### src/hdl/txcb_map.svh
// Register offsets, command and status field positions, reset values
`ifndef TXCB_MAP_SVH
`define TXCB_MAP_SVH
`define TXCB_OFF_CFG      12'h000
`define TXCB_OFF_STAT     12'h004
`define TXCB_OFF_STS_DATA 12'h008
`define TXCB_OFF_STS_USED 12'h00c
`define TXCB_CFG_ALLOW    0
`define TXCB_CFG_DEFCHK   1
`define TXCB_STAT_TXE     0
`define TXCB_STAT_OVR     1
`define TXCB_A_ALN_HI     25
`define TXCB_A_ALN_LO     24
`define TXCB_A_OFF_HI     20
`define TXCB_A_OFF_LO     16
`define TXCB_A_FIRST      13
`define TXCB_A_LAST       12
`define TXCB_A_SIZE_HI    10
`define TXCB_B_TAG_LO     16
`define TXCB_B_NOCRC      13
`define TXCB_B_NOPAD      12
`define TXCB_B_LEN_HI     10
`define TXCB_CFG_RST      2'h0
`define TXCB_RESP_OKAY    2'h0
`define TXCB_RESP_SLVERR  2'h2
`endif

### src/hdl/txcb_pkg.sv
// Types shared by the transmit command buffer block
package txcb_pkg;
	typedef enum logic [1:0] {
		txcb_cmda,
		txcb_cmdb,
		txcb_data,
		txcb_emit
	} txcb_state_t;
endpackage

### src/hdl/txcb_top.sv
// Transmit command parser, payload byte stripper and transmit status queue
// What this block does
// - Copy command tag into status upper half
// - Command bit 13 disables automatic CRC
// - Bit 12 disables padding, CRC still added
// - Packet length mismatch sets transmit error
// - First two buffer words are commands
// - Offset low bits pick first byte lane
// - Offset upper bits skip whole words
// - Trailing unused bytes never reach MAC
// - Host pads to alignment; device strips it
// - Only payload bytes stored, whole words stripped
// - One status word per packet, own FIFO
// - Full status FIFO suspends transmission
// - Overrun-allow: continue, count zero, block writes
// - Overrun-allow: overrun raises no transmit error
// - Status bit 15 ORs error bits
// - Bits 11,10 report carrier lost/absent
// - Bit 9 reports late collision
// - Bit 8 excessive collisions, 6:3 count
// - Bit 2 excess deferral if enabled; bit 0 deferred
// - Differing second command words set error
// - Accumulated buffer sizes checked against length
// - First command bits 13/12 mark first/last
`timescale 1ns/1ps
`include "txcb_map.svh"

module txcb_top
	import txcb_pkg::*;
#(
	parameter int STS_DEPTH = 16,
	parameter int AW        = 12
) (
	input  wire logic          core_clk,
	input  wire logic          srst,
	input  wire logic [AW-1:0] s_axi_awaddr,
	input  wire logic          s_axi_awvalid,
	output logic               s_axi_awready,
	input  wire logic [31:0]   s_axi_wdata,
	input  wire logic [3:0]    s_axi_wstrb,
	input  wire logic          s_axi_wvalid,
	output logic               s_axi_wready,
	output logic [1:0]         s_axi_bresp,
	output logic               s_axi_bvalid,
	input  wire logic          s_axi_bready,
	input  wire logic [AW-1:0] s_axi_araddr,
	input  wire logic          s_axi_arvalid,
	output logic               s_axi_arready,
	output logic [31:0]        s_axi_rdata,
	output logic [1:0]         s_axi_rresp,
	output logic               s_axi_rvalid,
	input  wire logic          s_axi_rready,
	input  wire logic [31:0]   tx_word,
	input  wire logic          tx_word_valid,
	output logic               tx_word_ready,
	output logic [7:0]         mac_byte,
	output logic               mac_byte_valid,
	output logic               mac_byte_last,
	output logic               mac_no_crc,
	output logic               mac_no_pad,
	input  wire logic          mac_byte_ready,
	input  wire logic          st_valid,
	input  wire logic          st_carrier_lost,
	input  wire logic          st_no_carrier,
	input  wire logic          st_late_collision,
	input  wire logic          st_excess_collisions,
	input  wire logic [3:0]    st_collision_count,
	input  wire logic          st_excess_deferral,
	input  wire logic          st_deferred,
	output logic               transmit_error_flag
);
	localparam int CW = $clog2(STS_DEPTH + 1);
	localparam int PW = (STS_DEPTH > 1) ? $clog2(STS_DEPTH) : 1;

	function automatic logic txcb_mapped(input logic [AW-1:0] a);
		return (a[11:0] == `TXCB_OFF_CFG) || (a[11:0] == `TXCB_OFF_STAT) ||
			(a[11:0] == `TXCB_OFF_STS_DATA) || (a[11:0] == `TXCB_OFF_STS_USED);
	endfunction

	txcb_state_t       state_reg;
	txcb_state_t       state_next;
	logic [31:0]       cmda_reg;
	logic [31:0]       pkt_cmdb_reg;
	logic [11:0]       len_acc_reg;
	logic              in_packet_reg;
	logic [10:0]       widx_reg;
	logic [31:0]       word_reg;
	logic [1:0]        lane_reg;
	logic [1:0]        end_lane_reg;
	logic              word_final_reg;
	logic              buf_done_reg;
	logic [15:0]       sent_tag_reg;
	logic [1:0]        cfg_reg;
	logic              ovr_reg;
	logic [31:0]       sts_mem [STS_DEPTH];
	logic [PW-1:0]     wr_ptr_reg;
	logic [PW-1:0]     rd_ptr_reg;
	logic [CW-1:0]     count_reg;
	logic [AW-1:0]     awaddr_reg;
	logic [31:0]       wdata_reg;
	logic [3:0]        wstrb_reg;

	// Buffer geometry derived from the first command word
	logic [1:0]  lane0;
	logic [2:0]  skipw;
	logic [10:0] bsize;
	logic [12:0] span;
	logic [10:0] payw;
	logic [12:0] full_len;
	logic [12:0] aln_mask;
	logic [12:0] aligned;
	logic [10:0] totw;
	logic [10:0] pay_end;
	logic        accept;
	logic        is_pay;
	logic        last_word;
	logic        emit_step;
	logic        suspend;
	logic [11:0] acc_now;
	logic        err_set;
	logic        err_clr;
	logic        sts_full;
	logic        sts_push;
	logic        sts_pop;
	logic        do_write;
	logic        es_bit;
	logic [31:0] sts_word;

	assign lane0    = cmda_reg[`TXCB_A_OFF_LO+1:`TXCB_A_OFF_LO];
	assign skipw    = cmda_reg[`TXCB_A_OFF_HI:`TXCB_A_OFF_LO+2];
	assign bsize    = cmda_reg[`TXCB_A_SIZE_HI:0];
	assign span     = {2'h0, bsize} + {11'h0, lane0};
	assign payw     = 11'((span + 13'h3) >> 2);
	assign full_len = {8'h0, cmda_reg[`TXCB_A_OFF_HI:`TXCB_A_OFF_LO]} + {2'h0, bsize};
	// Reserved alignment code behaves as 4-byte alignment
	always_comb begin
		unique case (cmda_reg[`TXCB_A_ALN_HI:`TXCB_A_ALN_LO])
			2'h1:    aln_mask = 13'h00f;
			2'h2:    aln_mask = 13'h01f;
			default: aln_mask = 13'h003;
		endcase
	end
	assign aligned   = (full_len + aln_mask) & ~aln_mask;
	assign totw      = aligned[12:2];
	assign pay_end   = {8'h0, skipw} + payw;
	assign accept    = tx_word_valid & tx_word_ready;
	assign is_pay    = (widx_reg >= {8'h0, skipw}) && (widx_reg < pay_end);
	assign last_word = (widx_reg == totw - 11'h1);
	assign emit_step = (state_reg == txcb_emit) && (!mac_byte_valid || mac_byte_ready);
	assign sts_full  = (count_reg == CW'(STS_DEPTH));
	assign suspend   = !in_packet_reg && sts_full && !cfg_reg[`TXCB_CFG_ALLOW];
	assign acc_now   = cmda_reg[`TXCB_A_FIRST] ? {1'b0, bsize} : len_acc_reg + {1'b0, bsize};

	always_comb begin
		state_next = state_reg;
		unique case (state_reg)
			txcb_cmda: if (accept) state_next = txcb_cmdb;
			txcb_cmdb: if (accept) state_next = (totw == 11'h0) ? txcb_cmda : txcb_data;
			txcb_data: begin
				if (accept && is_pay)
					state_next = txcb_emit;
				else if (accept && last_word)
					state_next = txcb_cmda;
			end
			txcb_emit: begin
				if (emit_step && lane_reg == end_lane_reg)
					state_next = buf_done_reg ? txcb_cmda : txcb_data;
			end
		endcase
	end

	always_ff @(posedge core_clk) begin
		if (srst)
			state_reg <= txcb_cmda;
		else
			state_reg <= state_next;
	end

	always_ff @(posedge core_clk) begin
		if (srst)
			tx_word_ready <= 1'b0;
		else
			tx_word_ready <= (state_next != txcb_emit) &&
				!(state_next == txcb_cmda && suspend);
	end

	// Command capture and per-packet consistency tracking
	always_ff @(posedge core_clk) begin
		if (srst) begin
			cmda_reg      <= 32'h0;
			pkt_cmdb_reg  <= 32'h0;
			len_acc_reg   <= 12'h0;
			in_packet_reg <= 1'b0;
		end else if (accept && state_reg == txcb_cmda) begin
			cmda_reg <= tx_word;
			if (tx_word[`TXCB_A_FIRST])
				in_packet_reg <= 1'b1;
		end else if (accept && state_reg == txcb_cmdb) begin
			len_acc_reg <= acc_now;
			if (cmda_reg[`TXCB_A_FIRST])
				pkt_cmdb_reg <= tx_word;
			if (cmda_reg[`TXCB_A_LAST])
				in_packet_reg <= 1'b0;
		end
	end

	always_comb begin
		err_set = 1'b0;
		if (accept && state_reg == txcb_cmdb) begin
			if (!cmda_reg[`TXCB_A_FIRST] && tx_word != pkt_cmdb_reg)
				err_set = 1'b1;
			if (cmda_reg[`TXCB_A_LAST] && acc_now != {1'b0, tx_word[`TXCB_B_LEN_HI:0]})
				err_set = 1'b1;
		end
		if (st_valid && sts_full && !cfg_reg[`TXCB_CFG_ALLOW])
			err_set = 1'b1;
	end

	// Word walk through offset, payload and padding words
	always_ff @(posedge core_clk) begin
		if (srst) begin
			widx_reg       <= 11'h0;
			word_reg       <= 32'h0;
			lane_reg       <= 2'h0;
			end_lane_reg   <= 2'h0;
			word_final_reg <= 1'b0;
			buf_done_reg   <= 1'b0;
		end else if (accept && state_reg == txcb_cmdb) begin
			widx_reg <= 11'h0;
		end else if (accept && state_reg == txcb_data) begin
			widx_reg <= widx_reg + 11'h1;
			if (is_pay) begin
				word_reg     <= tx_word;
				lane_reg     <= (widx_reg == {8'h0, skipw}) ? lane0 : 2'h0;
				end_lane_reg <= (widx_reg == pay_end - 11'h1) ?
					2'(span - 13'h1) : 2'h3;
				word_final_reg <= (widx_reg == pay_end - 11'h1) && cmda_reg[`TXCB_A_LAST];
				buf_done_reg   <= last_word;
			end
		end else if (emit_step) begin
			lane_reg <= lane_reg + 2'h1;
		end
	end

	// Byte stream toward the MAC, held until taken
	always_ff @(posedge core_clk) begin
		if (srst) begin
			mac_byte       <= 8'h0;
			mac_byte_valid <= 1'b0;
			mac_byte_last  <= 1'b0;
			mac_no_crc     <= 1'b0;
			mac_no_pad     <= 1'b0;
			sent_tag_reg   <= 16'h0;
		end else if (emit_step) begin
			mac_byte       <= word_reg[{lane_reg, 3'h0} +: 8];
			mac_byte_valid <= 1'b1;
			mac_byte_last  <= word_final_reg && (lane_reg == end_lane_reg);
			mac_no_pad     <= pkt_cmdb_reg[`TXCB_B_NOPAD];
			mac_no_crc     <= pkt_cmdb_reg[`TXCB_B_NOCRC] &&
				!pkt_cmdb_reg[`TXCB_B_NOPAD];
			if (word_final_reg && lane_reg == end_lane_reg)
				sent_tag_reg <= pkt_cmdb_reg[31:`TXCB_B_TAG_LO];
		end else if (mac_byte_ready) begin
			mac_byte_valid <= 1'b0;
			mac_byte_last  <= 1'b0;
		end
	end

	// Status word assembly, reserved bits forced to zero
	assign es_bit = st_carrier_lost | st_no_carrier | st_late_collision |
		st_excess_collisions | (st_excess_deferral & cfg_reg[`TXCB_CFG_DEFCHK]);
	assign sts_word = {sent_tag_reg, es_bit, 3'h0,
		st_carrier_lost, st_no_carrier,
		st_late_collision,
		st_excess_collisions, 1'b0, st_collision_count,
		st_excess_deferral & cfg_reg[`TXCB_CFG_DEFCHK], 1'b0, st_deferred};

	assign sts_push = st_valid && !sts_full && !ovr_reg;
	assign sts_pop  = s_axi_arvalid && s_axi_arready &&
		(s_axi_araddr[11:0] == `TXCB_OFF_STS_DATA) && (count_reg != CW'(0));

	always_ff @(posedge core_clk) begin
		if (sts_push)
			sts_mem[wr_ptr_reg] <= sts_word;
	end

	always_ff @(posedge core_clk) begin
		if (srst) begin
			wr_ptr_reg <= '0;
			rd_ptr_reg <= '0;
			count_reg  <= '0;
		end else begin
			if (sts_push)
				wr_ptr_reg <= (wr_ptr_reg == PW'(STS_DEPTH - 1)) ? '0 : wr_ptr_reg + PW'(1);
			if (sts_pop)
				rd_ptr_reg <= (rd_ptr_reg == PW'(STS_DEPTH - 1)) ? '0 : rd_ptr_reg + PW'(1);
			if (sts_push && !sts_pop)
				count_reg <= count_reg + CW'(1);
			else if (sts_pop && !sts_push)
				count_reg <= count_reg - CW'(1);
		end
	end

	// Overrun latch; a new overrun in the pop cycle wins
	always_ff @(posedge core_clk) begin
		if (srst)
			ovr_reg <= 1'b0;
		else if (st_valid && sts_full && cfg_reg[`TXCB_CFG_ALLOW])
			ovr_reg <= 1'b1;
		else if (sts_pop)
			ovr_reg <= 1'b0;
	end

	// AXI4-Lite write side: address and data taken in either order
	assign do_write = !s_axi_awready && !s_axi_wready && !s_axi_bvalid;
	assign err_clr  = do_write && (awaddr_reg[11:0] == `TXCB_OFF_STAT) &&
		wstrb_reg[0] && wdata_reg[`TXCB_STAT_TXE];

	always_ff @(posedge core_clk) begin
		if (srst) begin
			s_axi_awready <= 1'b1;
			s_axi_wready  <= 1'b1;
			s_axi_bvalid  <= 1'b0;
			s_axi_bresp   <= `TXCB_RESP_OKAY;
			awaddr_reg    <= '0;
			wdata_reg     <= 32'h0;
			wstrb_reg     <= 4'h0;
		end else begin
			if (s_axi_awvalid && s_axi_awready) begin
				s_axi_awready <= 1'b0;
				awaddr_reg    <= s_axi_awaddr;
			end
			if (s_axi_wvalid && s_axi_wready) begin
				s_axi_wready <= 1'b0;
				wdata_reg    <= s_axi_wdata;
				wstrb_reg    <= s_axi_wstrb;
			end
			if (do_write) begin
				s_axi_bvalid  <= 1'b1;
				s_axi_bresp   <= txcb_mapped(awaddr_reg) ? `TXCB_RESP_OKAY : `TXCB_RESP_SLVERR;
			end else if (s_axi_bvalid && s_axi_bready) begin
				s_axi_bvalid  <= 1'b0;
				s_axi_awready <= 1'b1;
				s_axi_wready  <= 1'b1;
			end
		end
	end

	always_ff @(posedge core_clk) begin
		if (srst)
			cfg_reg <= `TXCB_CFG_RST;
		else if (do_write && awaddr_reg[11:0] == `TXCB_OFF_CFG && wstrb_reg[0])
			cfg_reg <= wdata_reg[1:0];
	end

	// Error flag: a new error in the clearing cycle survives
	always_ff @(posedge core_clk) begin
		if (srst)
			transmit_error_flag <= 1'b0;
		else
			transmit_error_flag <= (transmit_error_flag && !err_clr) || err_set;
	end

	// AXI4-Lite read side, one outstanding read
	always_ff @(posedge core_clk) begin
		if (srst) begin
			s_axi_arready <= 1'b1;
			s_axi_rvalid  <= 1'b0;
			s_axi_rdata   <= 32'h0;
			s_axi_rresp   <= `TXCB_RESP_OKAY;
		end else if (s_axi_arvalid && s_axi_arready) begin
			s_axi_arready <= 1'b0;
			s_axi_rvalid  <= 1'b1;
			s_axi_rresp   <= txcb_mapped(s_axi_araddr) ? `TXCB_RESP_OKAY : `TXCB_RESP_SLVERR;
			unique case (s_axi_araddr[11:0])
				`TXCB_OFF_CFG:  s_axi_rdata <= {30'h0, cfg_reg};
				`TXCB_OFF_STAT: s_axi_rdata <= {30'h0, ovr_reg, transmit_error_flag};
				`TXCB_OFF_STS_DATA:
					s_axi_rdata <= (count_reg != CW'(0)) ? sts_mem[rd_ptr_reg] : 32'h0;
				`TXCB_OFF_STS_USED:
					s_axi_rdata <= ovr_reg ? 32'h0 : 32'(count_reg);
				default: s_axi_rdata <= 32'h0;
			endcase
		end else if (s_axi_rvalid && s_axi_rready) begin
			s_axi_rvalid  <= 1'b0;
			s_axi_arready <= 1'b1;
		end
	end

endmodule

### config.mk
export PLATFORM = sky130hd
export DESIGN_NAME = txcb_top
export DESIGN_NICKNAME = d
export VERILOG_FILES = /design/src/hdl/txcb_pkg.sv /design/src/hdl/txcb_top.sv
export VERILOG_INCLUDE_DIRS = /design/src /design/src/hdl
export SDC_FILE = /design/constraint.sdc
export NUM_CORES = 1
export LEC_CHECK = 0
export ABC_AREA = 1
export BUFFER_PORTS_ARGS = -buffer_cell sky130_fd_sc_hd__buf_2
export CORE_ASPECT_RATIO = 1.5
export CORE_MARGIN = 3
export CORE_UTILIZATION = 50
export DETAILED_ROUTE_END_ITERATION = 8
export HOLD_SLACK_MARGIN = 0.02
export PLACE_DENSITY = 0.72
export SYNTH_ARGS = -nofsm -noshare
export SYNTH_HDL_FRONTEND = slang
export SYNTH_SLANG_ARGS = --single-unit
### constraint.sdc
create_clock -name core_clk -period 8.65 [get_ports core_clk]
set_input_delay 1.2975 -clock core_clk [delete_from_list [all_inputs] [get_ports core_clk]]
set_output_delay 1.2975 -clock core_clk [all_outputs]
set_load 0.1 [all_outputs]
Word level (Yosys, flattened, before mapping)
Memories as Yosys holds them, arrays and structs flattened. A register that Yosys moved wholly into a read port is not among the register bits.
Index checks and enable logic that the tools add are counted.
{"block": "classes", "n_addsub": 15, "multipliers": 0, "div_mod_pow": 0, "order_cmp": 2, "eq_ne": 23, "shifts": 1, "n_mux": 53, "bitwise_logic": 10, "n_reduce_logical": 82}
{"cell": "case mux 32 bit (4 select lines)", "n": 1}
{"cell": "equality test 12 x 4 -> 1 bit, second input constant", "n": 4}
{"cell": "logical AND 1 bit", "n": 39}
{"cell": "2-to-1 mux 32 bit", "n": 1}
{"cell": "inequality test 32 bit", "n": 1}
{"cell": "indexed part select 32 x 6 -> 8 bit", "n": 1}
{"cell": "2-to-1 mux 2 bit", "n": 14}
{"cell": "2-to-1 mux 1 bit", "n": 27}
{"cell": "equality test 12 x 3 -> 1 bit, second input constant", "n": 2}
{"cell": "zero test 12 bit", "n": 2}
{"cell": "equality test 11 bit", "n": 2}
{"cell": "subtractor 11 x 1 -> 11 bit, second input constant", "n": 2}
{"cell": "2-to-1 mux 4 bit", "n": 4}
{"cell": "nonzero test 2 bit", "n": 8}
{"cell": "2-to-1 mux 5 bit", "n": 3}
{"cell": "zero test 1 bit", "n": 14}
{"cell": "adder 12 x 13 -> 13 bit", "n": 1}
{"cell": "adder 12 x 2 -> 13 bit, second input constant", "n": 1}
{"cell": "AND 13 bit", "n": 1}
{"cell": "NOT 13 bit", "n": 1}
{"cell": "adder 11 x 2 -> 12 bit", "n": 1}
{"cell": "adder 12 x 11 -> 12 bit", "n": 1}
{"cell": "adder 5 x 11 -> 12 bit", "n": 1}
{"cell": "2-to-1 mux 12 bit", "n": 1}
{"cell": "other kinds (29)", "n": 53}
{"block": "totals", "regBits": 224, "latchBits": 0, "ram_bits": 432, "romBits": 0, "word_cells": 222, "mem_count": 1}
{"memory": "sts_mem", "depth": 16, "width": 27, "read_ports": 1, "rd_ports_with_merged_regs": 1, "write_ports": 1, "line_no": "txcb_top.sv:95", "rtl": "logic [31:0] sts_mem [STS_DEPTH];"}

Longest topological paths before layout
{"block": "logic_depth", "word_depth": 14, "ltp_mapped": 36}

Worst setup path after synthesis
OpenSTA, ideal clock, no wires.
{"block": "synth_timing", "path_type": "flip-flop to flip-flop", "startpoint": "reg cmda_reg[0]", "endpoint": "reg end_lane_reg[1]", "setup_time_ps": 114, "t_arrival_ps": 4297, "slack_ps": 4239, "stages_incl_launch_ff": 35, "n_path_buf": 1, "period_less_slack_ps": 4411, "cell_sequence": "dfxtp_1 -> ha_1 -> inv_1 -> fa_1 -> ha_1 -> nand3b_1 -> nor2_1 -> nand2_1 -> nand2_1 -> inv_1 -> ha_1 -> nand2_1 -> nand2_1 -> a31oi_1 -> inv_1 -> nand3_2 -> inv_1 -> nand2_1 -> nand2_1 -> nand2_1 -> ha_1 -> nand2_1 -> nor2_1 -> a211oi_1 -> o21ai_0 -> a21o_1 -> a21oi_1 -> nand2_1 -> nand3_2 -> nand3_4 -> inv_4 -> buf_6 -> nand3_2 -> o21bai_1 -> inv_1"}
{"block": "synth_between", "elab_chain_cells": 6, "elab_cells_between_ends": 10, "cone_classes": "add/sub (5); order compare (1); eq/ne (1); mux (1); reduce/logical (2)"}
{"element": "start, declared", "line_no": "txcb_top.sv:82", "rtl": "logic [31:0] cmda_reg;"}
{"element": "start signal, assigned", "line_no": "txcb_top.sv:195", "rtl": "cmda_reg <= tx_word;"}
{"element": "adder 11 x 2 -> 12 bit *", "line_no": "txcb_top.sv:132", "rtl": "assign span = {2'h0, bsize} + {11'h0, lane0};"}
{"element": "adder 12 x 2 -> 13 bit", "line_no": "txcb_top.sv:133", "rtl": "assign payw = 11'((span + 13'h3) >> 2);"}
{"element": "adder 3 x 11 -> 11 bit", "line_no": "txcb_top.sv:145", "rtl": "assign pay_end = {8'h0, skipw} + payw;"}
{"element": "subtractor 11 x 1 -> 11 bit / less-than comparator 11 bit (equally long branches)", "line_no": "txcb_top.sv:235, txcb_top.sv:147"}
{"element": "equality test 11 bit / logical AND 1 bit (equally long branches)", "line_no": "txcb_top.sv:235, txcb_top.sv:147"}
{"element": "2-to-1 mux 2 bit / AND reduction 3 bit (equally long branches)"}
{"element": "end signal, assigned", "line_no": "txcb_top.sv:235", "rtl": "end_lane_reg <= (widx_reg == pay_end - 11'h1) ?"}
{"element": "end, declared", "line_no": "txcb_top.sv:89", "rtl": "logic [1:0] end_lane_reg;"}
Mark *: on every way between the ends. The rest lies on a longest branch, timed or not.
A chain may end at the register's enable or synchronous reset.

Worst setup path after layout
{"block": "layout_timing", "startpoint": "reg cmda_reg[0]", "endpoint": "reg lane_reg[0]"}
{"block": "layout_between", "elab_chain_cells": 7}
{"element": "adder 11 x 2 -> 12 bit", "line_no": "txcb_top.sv:132"}
{"element": "adder 12 x 2 -> 13 bit", "line_no": "txcb_top.sv:133"}
{"element": "adder 3 x 11 -> 11 bit", "line_no": "txcb_top.sv:145"}
{"element": "less-than comparator 11 bit", "line_no": "txcb_top.sv:147", "rtl": "assign is_pay = (widx_reg >= {8'h0, skipw}) && (widx_reg < pay_end);"}
{"element": "logical AND 1 bit", "line_no": "txcb_top.sv:147"}
{"element": "inequality test 2 bit (no line)"}
{"element": "AND reduction 3 bit (no line)"}
{"element": "end signal, assigned", "line_no": "txcb_top.sv:234", "rtl": "lane_reg <= (widx_reg == {8'h0, skipw}) ? lane0 : 2'h0;"}
{"element": "end signal, assigned", "line_no": "txcb_top.sv:241", "rtl": "lane_reg <= lane_reg + 2'h1;"}
{"element": "end, declared", "line_no": "txcb_top.sv:88", "rtl": "logic [1:0] lane_reg;"}
No other way between the ends.

==> impl_results.md <==
- Outcome: finished clean
- Hold buffers post-CTS: 0
- GPL Wtd Cong: ~0.94
- Via count: about 22000
- Worst-path maximum fanout: 54
- Total Routed Length: about 76000 um
- Worst Path Arrival: ~6.3 ns
- Core ar.: roughly 0.056 mm2
- Worst Clk Skew: about 0.033 ns
- Top delay family on crit path: simple AND/OR/NAND/NOR gates
- Post_cts resized: 0
- Drc violations: 0
- Most common cell after layout, fill and taps aside: edfxtp_1
- Power density over the cells: 210 mW/mm2
- Number of flip-flops under the largest register name: 432
- WS Path Type: reg -> reg
- Setup violations, final: 0
- CTS tree: yes
- Max Freq: around 170 MHz
- Initial DRC count: 1748
- All-Layer GR Usage: 0.246
- Die Wd: 201 um
- Max incr delay on CP: 0.46 ns
- Worst-case reg-to-reg path depth: 33
- Root Buffer: clkbuf_16
- Worst-Margin Slew: between 1 and 1.5 ns
- Die H: 299 um
- Clock sink total: approximately 650
- H-tree depth reported by CTS: 2
- Fin. Hold Viols: 0
- Antenna Cells: 0
- CTS buffer count: 57
- Hold WC Path Type: reg -> reg
- Reg clk slew, reported paths: 0.07 ns
- Initial Utilization: 0.509
- Hold Path Origin: word_reg[12]
- Lkg Pwr: between 10 and 15 nW
- First drt pass iteration count: 6
- Vias in the first global route: roughly 22000
- Hold worst-path end: word_reg[12]
- TNS Setup: 0 ns
- Synth Area per Inst: 9.80 um2
- Startpoint types: register
- Max stage delay cell, worst path: fa_1
- WHS Path Cells: 2
- Post-synth EDFFs: 432
- Dominant synthesized flop cell: edfxtp_1
- Critical register-to-register path endpoint: lane_reg[0]
- Mapped cell area: approximately 0.029 mm2
- Floorplan row count: between 100 and 150
- Post-DP HPWL: roughly 47000 um
- Grt total ovfl: 0
- Io pins: 167
- Top cell by count, worst path: nand2_1
- Minimum clock period: roughly 5.8 ns
- R2R Path Start: cmda_reg[0]
- R2R setup slack: around 2.8 ns
- Max Slew Vio Count: 0
- Sequential element share of the synthesized area: 0.605
- Post-CTS Setup Inserts: 0
- Pin count of the biggest net entering global routing: between 100 and 150
- Avg Vias per Cell: a little under 6
- Die area: about 0.06 mm2
- Clk_lat worst skew: 0.62 ns
- RSZ-0062 raised after global routing: false
- Share of the synthesized area in the top cell type: 0.454
- CP required: ~9.1 ns
- Worst VDD drop: 176 uV
- Post-DR wirelength/cell: approximately 20 um
- Ys async rst share: 0
- Most frequent cells in the layout: edfxtp_1, nand2_1, o21ai_0
- Synth Instances: about 2900
- WP buf/inv: 5
- Final #Nets: roughly 3200
- Yosys warning count: 0
- Fin crit share: 0.672
- Synthesized flop and latch total: 648
- Max-Cap Viols: 0
- Unique masters post-synth: 52
- Area leader, netlist: edfxtp_1
- Final Total Pwr: 6.68 mW
- Area delta synth->final: 11.6%
- Rel. slew slack: 0.213
- CP endpoint kind: register
- Routed Antenna Nets: 0
- I/O Buffers: 127
- Largest cells by area after synthesis: edfxtp_1, dfxtp_1, o21ai_0, nand2_1, nor2_1
- CTS max path bufs: 3
- Initial antenna violation count: 0
- Global-route wire length before repair: approximately 120000 um
- Layout cells sized above 1: 0.114
-- metrics by stage --
step / utilization / hold slack, ns / setup WS (ns) / area, um2 / cells
after floorplan: - / 0.423 / 4.24 / 28600 / 2921
after detailed placement: 0.533 / 0.449 / 2.90 / 29900 / 3680
after global placement: 0.533 / 0.437 / 2.96 / 29900 / 3680
after CTS: 0.568 / 0.459 / 2.86 / 31900 / 3787
after global routing: 0.568 / 0.476 / 2.27 / 31900 / 3787
final: 0.568 / 0.457 / 2.83 / 31900 / 3787
-- layer usage --
| layer | global-route usage | part of all wire | up-vias |
|---|---|---|---|
| li1 | - | - | 10350 |
| met1 | 0.287 | 0.37 | 10654 |
| met2 | 0.448 | 0.52 | 842 |
| met3 | 0.0282 | 0.061 | 230 |
| met4 | 0.124 | 0.051 | 0 |
| met5 | 0 | 0 | - |
-- cells in the mapped netlist (all sizes together) (26+ instances only) --
cell,number
a21oi,206
buf,28
clkbuf,127
dfxtp,216
edfxtp,432
ha,49
inv,208
nand2,428
nand3,141
nor2,371
o21ai,404
o221ai,26
o22ai,68
xnor2,27
xor2,26
-- final cells by class --
class	instances	area, um2
clock inverter	45	517
tap	756	946
fill	4654	24200
inverter	212	803
multi-input combinational	1906	9990
sequential	648	17300
timing repair buffer	158	871
clock buffer	62	1450
-- worst register-to-register path: cells and delay by family, from the launching register on --
| kind | cells | cell delay (ns) |
|---|---|---|
| AND/OR/NAND/NOR | 16 | 1.93 |
| flip-flops | 1 | 0.37 |
| adder cells (fa/ha/maj) | 5 | 1.47 |
| buffers and inverters | 5 | 0.72 |
| AO/OA/AOI/OAI | 7 | 1.19 |
-- cells by family (layout without fill, tap and decap cells) --
kind of cell / count (synthesis) / after routing / share of synthesized area
AND/OR/NAND/NOR: 1012 / 1012 / 0.150
flip-flops: 648 / 648 / 0.605
AO/OA/AOI/OAI: 777 / 777 / 0.151
other: 2 / 7 / 0.000263
XOR/XNOR: 53 / 53 / 0.0162
adder cells (fa/ha/maj): 57 / 57 / 0.0271
buffers and inverters: 367 / 477 / 0.0500
-- power by group --
part	internal (mW)	switching [mW]	leakage (nW)
logic	0.207	0.458	5.01
registers	3.34	0.0378	5.74
clock network	1.47	1.18	0.931
-- how the worst max path moves through the flow --
| stage | endpoint | cells after the start | slack, ns | start |
|---|---|---|---|---|
| after global placement | lane_reg[0] | 33 | 2.96 | cmda_reg[0] |
| after CTS | lane_reg[0] | 33 | 2.86 | cmda_reg[0] |
| after global routing | end_lane_reg[1] | 34 | 2.27 | cmda_reg[1] |
| after detailed placement | lane_reg[0] | 33 | 2.90 | cmda_reg[0] |
| final | lane_reg[0] | 33 | 2.83 | cmda_reg[0] |
| after floorplan | end_lane_reg[1] | 34 | 4.24 | cmda_reg[0] |
Power figures use the tool's default switching activity.
